$ cat config.mk
export PLATFORM = sky130hd
export DESIGN_NAME = serial_eeprom_boot_loader
export DESIGN_NICKNAME = d
export VERILOG_FILES = /design/src/verilog/boot_loader_pkg.sv /design/src/verilog/i2c_cmd_if.sv /design/src/verilog/i2c_byte_engine.sv /design/src/verilog/serial_eeprom_boot_loader.sv
export SDC_FILE = /design/constraint.sdc
export NUM_CORES = 1
export LEC_CHECK = 0
export BUFFER_PORTS_ARGS = -buffer_cell sky130_fd_sc_hd__buf_2
export CAP_MARGIN = 20
export CORE_ASPECT_RATIO = 0.8
export CORE_MARGIN = 2
export CORE_UTILIZATION = 62
export CTS_CLUSTER_DIAMETER = 100
export DETAILED_ROUTE_END_ITERATION = 10
export PLACE_DENSITY = 0.84
export SLEW_MARGIN = 20
export SYNTH_ARGS = -nofsm -noshare
export SYNTH_HDL_FRONTEND = slang
export SYNTH_SLANG_ARGS = --single-unit
$ cat constraint.sdc
create_clock -name clk_sys -period 5.7 [get_ports clk_sys]
set_clock_uncertainty 0.15 [all_clocks]
set_input_delay 0.285 -clock clk_sys [delete_from_list [all_inputs] [get_ports clk_sys]]
set_output_delay 0.285 -clock clk_sys [all_outputs]
set_load 0.02 [all_outputs]
$ cat src/verilog/boot_loader_pkg.sv
// Shared constants and types for the serial EEPROM boot loader.
package boot_loader_pkg;
    localparam int CLK_PERIOD_NS = 10;
    localparam int SCL_PERIOD_NS = 80;
    localparam int SCL_QUARTER_NS = SCL_PERIOD_NS / 4;
    localparam int SCL_QUARTER_CYCLES_INT =
        (SCL_QUARTER_NS + CLK_PERIOD_NS - 1) / CLK_PERIOD_NS < 1 ? 1 :
        (SCL_QUARTER_NS + CLK_PERIOD_NS - 1) / CLK_PERIOD_NS;
    localparam logic [7:0] SCL_QUARTER_CYCLES = 8'(SCL_QUARTER_CYCLES_INT);

    localparam logic [7:0] EEPROM_DEV_WRITE = 8'ha0;
    localparam logic [7:0] EEPROM_DEV_READ = 8'ha1;
    localparam logic [7:0] EEPROM_START_LOC = 8'h00;

    localparam logic [13:0] LINE_BASE_FIRST = 14'h0017;
    localparam logic [13:0] LINE_BASE_LAST = 14'h001a;
    localparam logic [13:0] LINE_COPY_FIRST = 14'h002b;
    localparam logic [13:0] LINE_COPY_LAST = 14'h002e;
    localparam logic [13:0] LINE_BOOT_FIRST = 14'h002f;

    localparam logic [31:0] BASE_RESET = 32'h0000_0000;
    localparam logic [31:0] WORD_BYTES = 32'h0000_0004;

    typedef enum logic [3:0] {
        CMD_START = 4'b0001,
        CMD_WRITE = 4'b0010,
        CMD_READ = 4'b0100,
        CMD_STOP = 4'b1000
    } i2c_cmd_e;
endpackage

$ cat src/verilog/i2c_cmd_if.sv
// Command and answer signals between the loader sequencer and the serial bit engine.
interface i2c_cmd_if;
    logic cmd_valid;
    boot_loader_pkg::i2c_cmd_e cmd;
    logic [7:0] tx_byte;
    logic ack_bit;
    logic done;
    logic [7:0] rx_byte;
    logic nack;

    modport loader (output cmd_valid, output cmd, output tx_byte, output ack_bit,
                    input done, input rx_byte, input nack);
    modport engine (input cmd_valid, input cmd, input tx_byte, input ack_bit,
                    output done, output rx_byte, output nack);
endinterface

$ cat src/verilog/i2c_byte_engine.sv
// Serial bus bit engine: start, stop, byte write and byte read with chosen acknowledge.
module i2c_byte_engine (
    input wire logic clk_sys,
    input wire logic reset,
    i2c_cmd_if.engine cmd_port,
    input wire logic scl_in,
    output logic scl_out,
    output logic scl_oe_n,
    input wire logic sda_in,
    output logic sda_out,
    output logic sda_oe_n
);
    typedef enum logic [3:0] {
        E_IDLE = 4'b0001,
        E_START = 4'b0010,
        E_BITS = 4'b0100,
        E_STOP = 4'b1000
    } eng_state_e;

    eng_state_e state;
    logic [7:0] qcnt;
    logic [1:0] phase;
    logic [3:0] bitn;
    logic [7:0] shift;
    logic is_read;
    logic ack_drive;
    logic sampled;
    logic scl_low;
    logic sda_low;
    logic done;
    logic nack;
    logic bus_held;
    logic scl_meta, scl_sync, sda_meta, sda_sync;

    wire stretch = (phase == 2'd1) && !scl_sync && (state != E_IDLE);
    wire quarter_end = (qcnt == boot_loader_pkg::SCL_QUARTER_CYCLES - 8'h01) && !stretch;
    wire cmd_end = quarter_end && (phase == 2'd3) && (state != E_BITS || bitn == 4'h8);
    wire data_bit_low = is_read ? 1'b0 : !shift[7];
    wire ack_bit_low = is_read ? ack_drive : 1'b0;
    wire bits_sda_low = (bitn == 4'h8) ? ack_bit_low : data_bit_low;
    wire next_scl_low = (state == E_BITS || state == E_START) ? (phase == 2'd0 || phase == 2'd3)
                      : (state == E_STOP) ? (phase == 2'd0) : bus_held;
    wire next_sda_low = (state == E_BITS) ? bits_sda_low
                      : (state == E_START) ? (phase >= 2'd2)
                      : (state == E_STOP) ? (phase != 2'd3) : 1'b0;

    assign scl_out = 1'b0;
    assign sda_out = 1'b0;
    assign scl_oe_n = !scl_low;
    assign sda_oe_n = !sda_low;
    assign cmd_port.done = done;
    assign cmd_port.rx_byte = shift;
    assign cmd_port.nack = nack;

    always_ff @(posedge clk_sys) begin
        scl_meta <= scl_in;
        scl_sync <= scl_meta;
        sda_meta <= sda_in;
        sda_sync <= sda_meta;
        scl_low <= reset ? 1'b0 : next_scl_low;
        sda_low <= reset ? 1'b0 : next_sda_low;
    end

    always_ff @(posedge clk_sys) begin
        if (reset) begin
            state <= E_IDLE;
            qcnt <= 8'h00;
            phase <= 2'd0;
            bitn <= 4'h0;
            shift <= 8'h00;
            is_read <= 1'b0;
            ack_drive <= 1'b0;
            sampled <= 1'b0;
            done <= 1'b0;
            nack <= 1'b0;
            bus_held <= 1'b0;
        end else begin
            done <= cmd_end;
            if (state == E_IDLE) begin
                qcnt <= 8'h00;
                phase <= 2'd0;
                bitn <= 4'h0;
                if (cmd_port.cmd_valid) begin
                    unique case (cmd_port.cmd)
                        boot_loader_pkg::CMD_START: state <= E_START;
                        boot_loader_pkg::CMD_STOP: state <= E_STOP;
                        default: state <= E_BITS;
                    endcase
                    is_read <= cmd_port.cmd == boot_loader_pkg::CMD_READ;
                    shift <= cmd_port.tx_byte;
                    ack_drive <= cmd_port.ack_bit;
                end
            end else if (stretch) begin
                qcnt <= 8'h00;
            end else if (!quarter_end) begin
                qcnt <= qcnt + 8'h01;
            end else begin
                qcnt <= 8'h00;
                phase <= phase + 2'd1;
                if (phase == 2'd2) begin
                    sampled <= sda_sync;
                end
                if (phase == 2'd3 && state == E_BITS && bitn != 4'h8) begin
                    shift <= {shift[6:0], sampled};
                end
                if (phase == 2'd3 && state == E_BITS && bitn == 4'h8) begin
                    nack <= sampled;
                end
                if (phase == 2'd3) begin
                    bitn <= bitn + 4'h1;
                end
                if (cmd_end) begin
                    state <= E_IDLE;
                    // Between commands the clock stays low, except after a stop, so that no stray edge reaches the bus.
                    bus_held <= state != E_STOP;
                end
            end
        end
    end
endmodule

$ cat src/verilog/serial_eeprom_boot_loader.sv
// Autonomous boot loader that copies the EEPROM bootstrap image into SDRAM.
// Contract
// - Lines 43 to 46 are read as a second copy of the window base, high byte first.
// - Line 47 is bootstrap byte 0 and lands at window base plus 3.
// - Each group of four bootstrap bytes forms one word with the first byte at its top address.
// - After each received byte the master acknowledges to continue or not to end the read.
// - A dummy write loads the EEPROM address latch before the current-address read.
// - One random read at location 0 of device 1010000 is extended until all bytes are read.
// - Lines 23 to 26 give the window base, high byte first, used for all placement.
module serial_eeprom_boot_loader (
    input wire logic clk_sys,
    input wire logic reset,
    input wire logic [10:0] boot_word_count,
    input wire logic scl_in,
    output logic scl_out,
    output logic scl_oe_n,
    input wire logic sda_in,
    output logic sda_out,
    output logic sda_oe_n,
    output logic mem_wr_valid,
    input wire logic mem_wr_ready,
    output logic [31:0] mem_wr_addr,
    output logic [31:0] mem_wr_data,
    output logic [31:0] sdram_window_base,
    output logic base_copy_match,
    output logic boot_busy,
    output logic boot_done,
    output logic boot_error
);
    typedef enum logic [8:0] {
        S_START = 9'b000000001,
        S_DEV_W = 9'b000000010,
        S_ADDR = 9'b000000100,
        S_RESTART = 9'b000001000,
        S_DEV_R = 9'b000010000,
        S_READ = 9'b000100000,
        S_STOP = 9'b001000000,
        S_DONE = 9'b010000000,
        S_FAIL = 9'b100000000
    } load_state_e;

    load_state_e state;
    logic pending;
    logic failed;
    logic latch_loaded;
    logic [10:0] words;
    logic [13:0] line;
    logic [31:0] base_copy;
    logic [31:0] word_acc;
    logic [10:0] wr_count;

    i2c_cmd_if cmd_bus ();

    i2c_byte_engine engine (
        .clk_sys(clk_sys),
        .reset(reset),
        .cmd_port(cmd_bus.engine),
        .scl_in(scl_in),
        .scl_out(scl_out),
        .scl_oe_n(scl_oe_n),
        .sda_in(sda_in),
        .sda_out(sda_out),
        .sda_oe_n(sda_oe_n)
    );

    wire [13:0] copy_last_line = boot_loader_pkg::LINE_COPY_LAST;
    wire [13:0] last_line = (words == 11'h000) ? copy_last_line
                          : boot_loader_pkg::LINE_BOOT_FIRST + {1'b0, words, 2'b00} - 14'h0001;
    wire is_last = line == last_line;
    wire in_boot = line >= boot_loader_pkg::LINE_BOOT_FIRST;
    wire [13:0] boot_idx = line - boot_loader_pkg::LINE_BOOT_FIRST;
    wire group_end = in_boot && (boot_idx[1:0] == 2'b11);
    wire in_base = line >= boot_loader_pkg::LINE_BASE_FIRST
                 && line <= boot_loader_pkg::LINE_BASE_LAST;
    wire in_copy = line >= boot_loader_pkg::LINE_COPY_FIRST
                 && line <= boot_loader_pkg::LINE_COPY_LAST;
    wire mem_stall = mem_wr_valid && !mem_wr_ready;
    wire issue_ok = !pending && !(state == S_READ && mem_stall)
                  && state != S_DONE && state != S_FAIL;
    wire step = pending && cmd_bus.done;
    wire write_refused = step && (state == S_DEV_W || state == S_ADDR || state == S_DEV_R)
                       && cmd_bus.nack;
    wire rd_done = step && state == S_READ;
    wire [31:0] next_word = {word_acc[23:0], cmd_bus.rx_byte};
    wire [31:0] word_offset = {19'h00000, wr_count, 2'b00};

    assign cmd_bus.cmd_valid = issue_ok;
    assign cmd_bus.cmd = (state == S_START || state == S_RESTART) ? boot_loader_pkg::CMD_START
                       : (state == S_READ) ? boot_loader_pkg::CMD_READ
                       : (state == S_STOP) ? boot_loader_pkg::CMD_STOP
                       : boot_loader_pkg::CMD_WRITE;
    assign cmd_bus.tx_byte = (state == S_DEV_W) ? boot_loader_pkg::EEPROM_DEV_WRITE
                           : (state == S_ADDR) ? boot_loader_pkg::EEPROM_START_LOC
                           : boot_loader_pkg::EEPROM_DEV_READ;
    assign cmd_bus.ack_bit = !is_last;
    assign boot_busy = state != S_DONE && state != S_FAIL;
    assign boot_done = state == S_DONE;
    assign boot_error = state == S_FAIL;

    always_ff @(posedge clk_sys) begin
        if (reset) begin
            state <= S_START;
            pending <= 1'b0;
            failed <= 1'b0;
            latch_loaded <= 1'b0;
            words <= 11'h000;
            line <= 14'h0000;
        end else begin
            if (state == S_START && !pending) begin
                words <= boot_word_count;
            end
            if (issue_ok) begin
                pending <= 1'b1;
            end else if (step) begin
                pending <= 1'b0;
            end
            if (step && state == S_ADDR && !cmd_bus.nack) begin
                latch_loaded <= 1'b1;
            end
            if (rd_done) begin
                line <= line + 14'h0001;
            end
            if (write_refused) begin
                failed <= 1'b1;
                state <= S_STOP;
            end else if (step) begin
                unique case (state)
                    S_START: state <= S_DEV_W;
                    S_DEV_W: state <= S_ADDR;
                    S_ADDR: state <= S_RESTART;
                    S_RESTART: state <= S_DEV_R;
                    S_DEV_R: state <= S_READ;
                    S_READ: state <= is_last ? S_STOP : S_READ;
                    S_STOP: state <= failed ? S_FAIL : S_DONE;
                    S_DONE: state <= S_DONE;
                    S_FAIL: state <= S_FAIL;
                endcase
            end
        end
    end

    always_ff @(posedge clk_sys) begin
        if (reset) begin
            sdram_window_base <= boot_loader_pkg::BASE_RESET;
            base_copy <= boot_loader_pkg::BASE_RESET;
            base_copy_match <= 1'b0;
            word_acc <= 32'h0000_0000;
        end else if (rd_done) begin
            if (in_base) begin
                sdram_window_base <= {sdram_window_base[23:0], cmd_bus.rx_byte};
            end
            if (in_copy) begin
                base_copy <= {base_copy[23:0], cmd_bus.rx_byte};
            end
            if (line == boot_loader_pkg::LINE_COPY_LAST) begin
                base_copy_match <= {base_copy[23:0], cmd_bus.rx_byte} == sdram_window_base;
            end
            word_acc <= next_word;
        end
    end

    always_ff @(posedge clk_sys) begin
        if (reset) begin
            mem_wr_valid <= 1'b0;
            mem_wr_addr <= 32'h0000_0000;
            mem_wr_data <= 32'h0000_0000;
            wr_count <= 11'h000;
        end else if (rd_done && group_end) begin
            mem_wr_valid <= 1'b1;
            mem_wr_addr <= sdram_window_base + word_offset;
            mem_wr_data <= next_word;
            wr_count <= wr_count + 11'h001;
        end else if (mem_wr_ready) begin
            mem_wr_valid <= 1'b0;
        end
    end

    logic [7:0] boot_byte0;
    always_ff @(posedge clk_sys) begin
        if (reset) begin
            boot_byte0 <= 8'h00;
        end else if (rd_done && line == boot_loader_pkg::LINE_BOOT_FIRST) begin
            boot_byte0 <= cmd_bus.rx_byte;
        end
    end

    logic [10:0] wr_seen;
    always_ff @(posedge clk_sys) begin
        if (reset) begin
            wr_seen <= 11'h000;
        end else if (mem_wr_valid && mem_wr_ready) begin
            wr_seen <= wr_seen + 11'h001;
        end
    end

    property p_copy_compare;
        @(posedge clk_sys) disable iff (reset)
        (rd_done && line == boot_loader_pkg::LINE_COPY_LAST)
            |=> base_copy_match == (base_copy == sdram_window_base);
    endproperty
    a_copy_compare: assert property (p_copy_compare) else $error("copy check wrong");

    property p_first_byte_top;
        @(posedge clk_sys) disable iff (reset)
        (mem_wr_valid && wr_seen == 11'h000)
            |-> mem_wr_addr == sdram_window_base && mem_wr_data[31:24] == boot_byte0;
    endproperty
    a_first_byte_top: assert property (p_first_byte_top) else $error("byte 0 misplaced");

    property p_group_word;
        @(posedge clk_sys) disable iff (reset)
        (rd_done && group_end) |=> mem_wr_valid && mem_wr_data[7:0] == $past(cmd_bus.rx_byte)
            && mem_wr_data[15:8] == $past(word_acc[7:0]);
    endproperty
    a_group_word: assert property (p_group_word) else $error("word order wrong");

    property p_last_word;
        @(posedge clk_sys) disable iff (reset)
        (mem_wr_valid && wr_count == words && words != 11'h000 && state != S_READ)
            |-> mem_wr_addr == sdram_window_base + {19'h00000, words, 2'b00}
                - boot_loader_pkg::WORD_BYTES;
    endproperty
    a_last_word: assert property (p_last_word) else $error("last word address wrong");

    property p_ack_choice;
        @(posedge clk_sys) disable iff (reset)
        (cmd_bus.cmd_valid && state == S_READ) |-> cmd_bus.ack_bit == (line != last_line);
    endproperty
    a_ack_choice: assert property (p_ack_choice) else $error("ack choice wrong");

    property p_latch_first;
        @(posedge clk_sys) disable iff (reset)
        (cmd_bus.cmd_valid && state == S_DEV_R) |-> latch_loaded;
    endproperty
    a_latch_first: assert property (p_latch_first) else $error("read before dummy write");

    property p_device_address;
        @(posedge clk_sys) disable iff (reset)
        (cmd_bus.cmd_valid && state == S_DEV_W)
            |-> cmd_bus.tx_byte == 8'ha0 ##1 pending[*2];
    endproperty
    a_device_address: assert property (p_device_address) else $error("bad device byte");

    property p_base_byte;
        @(posedge clk_sys) disable iff (reset)
        (rd_done && line == boot_loader_pkg::LINE_BASE_LAST)
            |=> sdram_window_base[7:0] == $past(cmd_bus.rx_byte)
                && sdram_window_base[15:8] == $past(sdram_window_base[7:0]);
    endproperty
    a_base_byte: assert property (p_base_byte) else $error("base assembly wrong");

    c_boot_done: cover property (@(posedge clk_sys) disable iff (reset) $rose(boot_done));
    c_boot_fail: cover property (@(posedge clk_sys) disable iff (reset) $rose(boot_error));
    c_mem_stall: cover property (@(posedge clk_sys) disable iff (reset)
        mem_wr_valid && !mem_wr_ready);
    c_copy_ok: cover property (@(posedge clk_sys) disable iff (reset) $rose(base_copy_match));
endmodule

==> qor.yml <==
global_routing:
  antenna_found_initial: 0
  grt_pass1_vias: 8592
  grt_pass1_wl_um: 41900
  grt_max_degree: 90
  grt_util_all_layers_pct: 27.5
  grt_overflow_total: 0
worst_setup_path:
  worstReg2RegStart: "state[1]"
  ff2ff_setup_slack_ps: 2250
  setup.worst_path.start: "state[1]"
  path_class: "flip-flop to flip-flop"
  arrival_ps: 3660
  path_max_fanout: 32
  critPathCaptureType: "flip-flop"
  start_kind: "flip-flop"
  cp.required_ps: 5920
route:
  drt-pass1-iter-count: 5
  ant_nets: 0
  drt_iter0_drc: 713
  via_per_inst: 5.81
  wl_per_cell_um: 15.6
  wl_um: 25800
  drc_errors: 0
  vias: 9584
synthesis:
  syn_area_mm2: 0.0107
  synthTopCellsByArea: "dfxtp_1, nand2_1, a21oi_1"
  synth.top_cell.area_share_pct: 43.1
  ys_seq_area_share_pct: 43.1
  synth_cell_types: 71
  synth_seq_cells: 231
  yosys_warnings: 0
  synthArstFlopShare_pct: 0
  syn_area_per_cell_um2: 8.09
  yosys_most_used_dff: "dfxtp_1"
  yosysTopAreaCell: "dfxtp_1"
  synth_cells: 1328
  synth_edf_count: 0
timing:
  period_share_pct: 60.4
  hold_viol: 0
  worst_slew_pin_slew_ps: 1080
  rsz0062_at_grt: "no"
  min_period_ps: 3450
  slew_violations: 0
  relSlewSlack_pct: 27.2
  finalSetupTns_ps: 0
  finalSetupViolCount: 0
  fin_ws_ps: 2250
  fmax_mhz: 290
finish:
  area_delta_synth_final_pct: 14.6
  nets: 1451
  nFillCells: 1376
  final_common_cell: "nand2_1"
  final_util_pct: 71.7
  final_cell_mix: "nand2_1, dfxtp_1, a21oi_1"
  n_antenna_cell: 0
  final_cell_area_mm2: 0.0123
  final_layout_size_suffix_gt1_share_pct: 13.2
clocking:
  cts_tree: "done"
  clock-sinks: 231
  cts_repair_resize_count: 0
  htree_levels: 1
  cts-root-buf: "clkbuf_16"
  clock_latency_ps: 510
  path_clk_slew_ps: 70
  clock_path_buffers: 3
  ctsHoldBuffers: 17
  post_cts_buffers: 0
  cts_made_buffers: 23
worst_hold_path:
  hold_path_class: "primary input to flip-flop"
  hold_start: "mem_wr_ready"
pwr:
  p_leak_nw: 4.82
  p_per_area_mw_per_mm2: 280
  irDropWorstVdd_mv: 0.253
floorplan:
  dieWidth_um: 151
  num_rows: 43
  die_area_mm2: 0.0184
  die_y_um: 122
  core_mm2: 0.0172
  initial_core_util_pct: 62.6
  ios: 121
outcome:
  status: "completed"
placed_design:
  port_buffers: 118
  preCtsSetupSlack_ps: 2270
  place_area_mm2: 0.0113
  hpwl_um: 17000
  gp_congestion: 0.884
run:
  maxCapViolations: 0
-- registers in the layout (all words and copies together), names as in the netlist, 9 cells and up --
signal,flops
mem_wr_addr,32
mem_wr_data,32
sdram_window_base,32
base_copy,24
word_acc,24
line,14
words,11
wr_count,11
state,9
-- stage by stage --
step / cells / hold WS, ps / power (mW)
3_5_place_dp: 1593 / 167 / 1.84
2_1_floorplan: 1329 / 160 / 1.80
5_1_grt: 1650 / 105 / 3.54
6_report: 1650 / 87.7 / 3.45
4_1_cts: 1650 / 69.6 / 3.46
3_3_place_gp: 1593 / 165 / 1.83
-- cell usage after synthesis (24+ instances only) --
master / number
a21oi_1: 165
nand2_1: 290
xnor2_1: 29
xor2_1: 56
o21ai_0: 36
dfxtp_1: 231
inv_1: 27
nor3_1: 24
clkbuf_1: 62
mux2i_1: 27
ha_1: 24
nor2_1: 98
-- area by class of cell --
type / count / area, um^2 / area share, %
Multi-Input combinational cell: 980 / 5620 / 45.6
Sequential cell: 231 / 4620 / 37.6
Timing Repair Buffer: 146 / 862 / 7.01
Clock buffer: 32 / 669 / 5.44
Tap cell: 225 / 282 / 2.29
Clock inverter: 8 / 146 / 1.19
Inverter: 28 / 105 / 0.854
-- worst max-delay path, stage by stage (launching register included) --
cell and delay, ps:
dfxtp_1 380, or3_1 570, or4_4 790, or4_1 1070
nand2_1 240, a21oi_1 80
-- final timing paths --
kind                                end  cells after the start
setup / recovery  sdram_window_base[15]                      5
hold / removal             mem_wr_valid                      3
setup reg to reg  sdram_window_base[15]                      5
hold reg to reg         engine.scl_sync                      0
-- cell families (layout without fill, tap and decap cells) --
kind of cell	after synthesis	after routing	share of synthesized area (%)
compound gates	269	269	14.4
xor+xnor	86	86	7.14
fa+ha+maj	25	25	2.98
buf+inv	118	214	4.85
flops	231	231	43.1
mux	28	28	2.62
other cells	1	2	0.0349
simple gates	570	570	24.9
-- power breakdown --
part	internal [mW]	switching, mW
Clock	1.00	0.634
Sequential	1.63	0.0291
Combinational	0.0634	0.0908
-- layer usage --
metal / share of wire [%] / global-route usage (%) / up-vias / wire length, um
li1: - / - / 4717 / -
met5: 0 / 0 / - / 0
met4: 2.4 / 8.00 / 0 / 625
met1: 47 / 39.8 / 4488 / 12100
met2: 44 / 42.9 / 323 / 11400
met3: 6.4 / 4.19 / 56 / 1650
(Power assumes the default switching activity.)
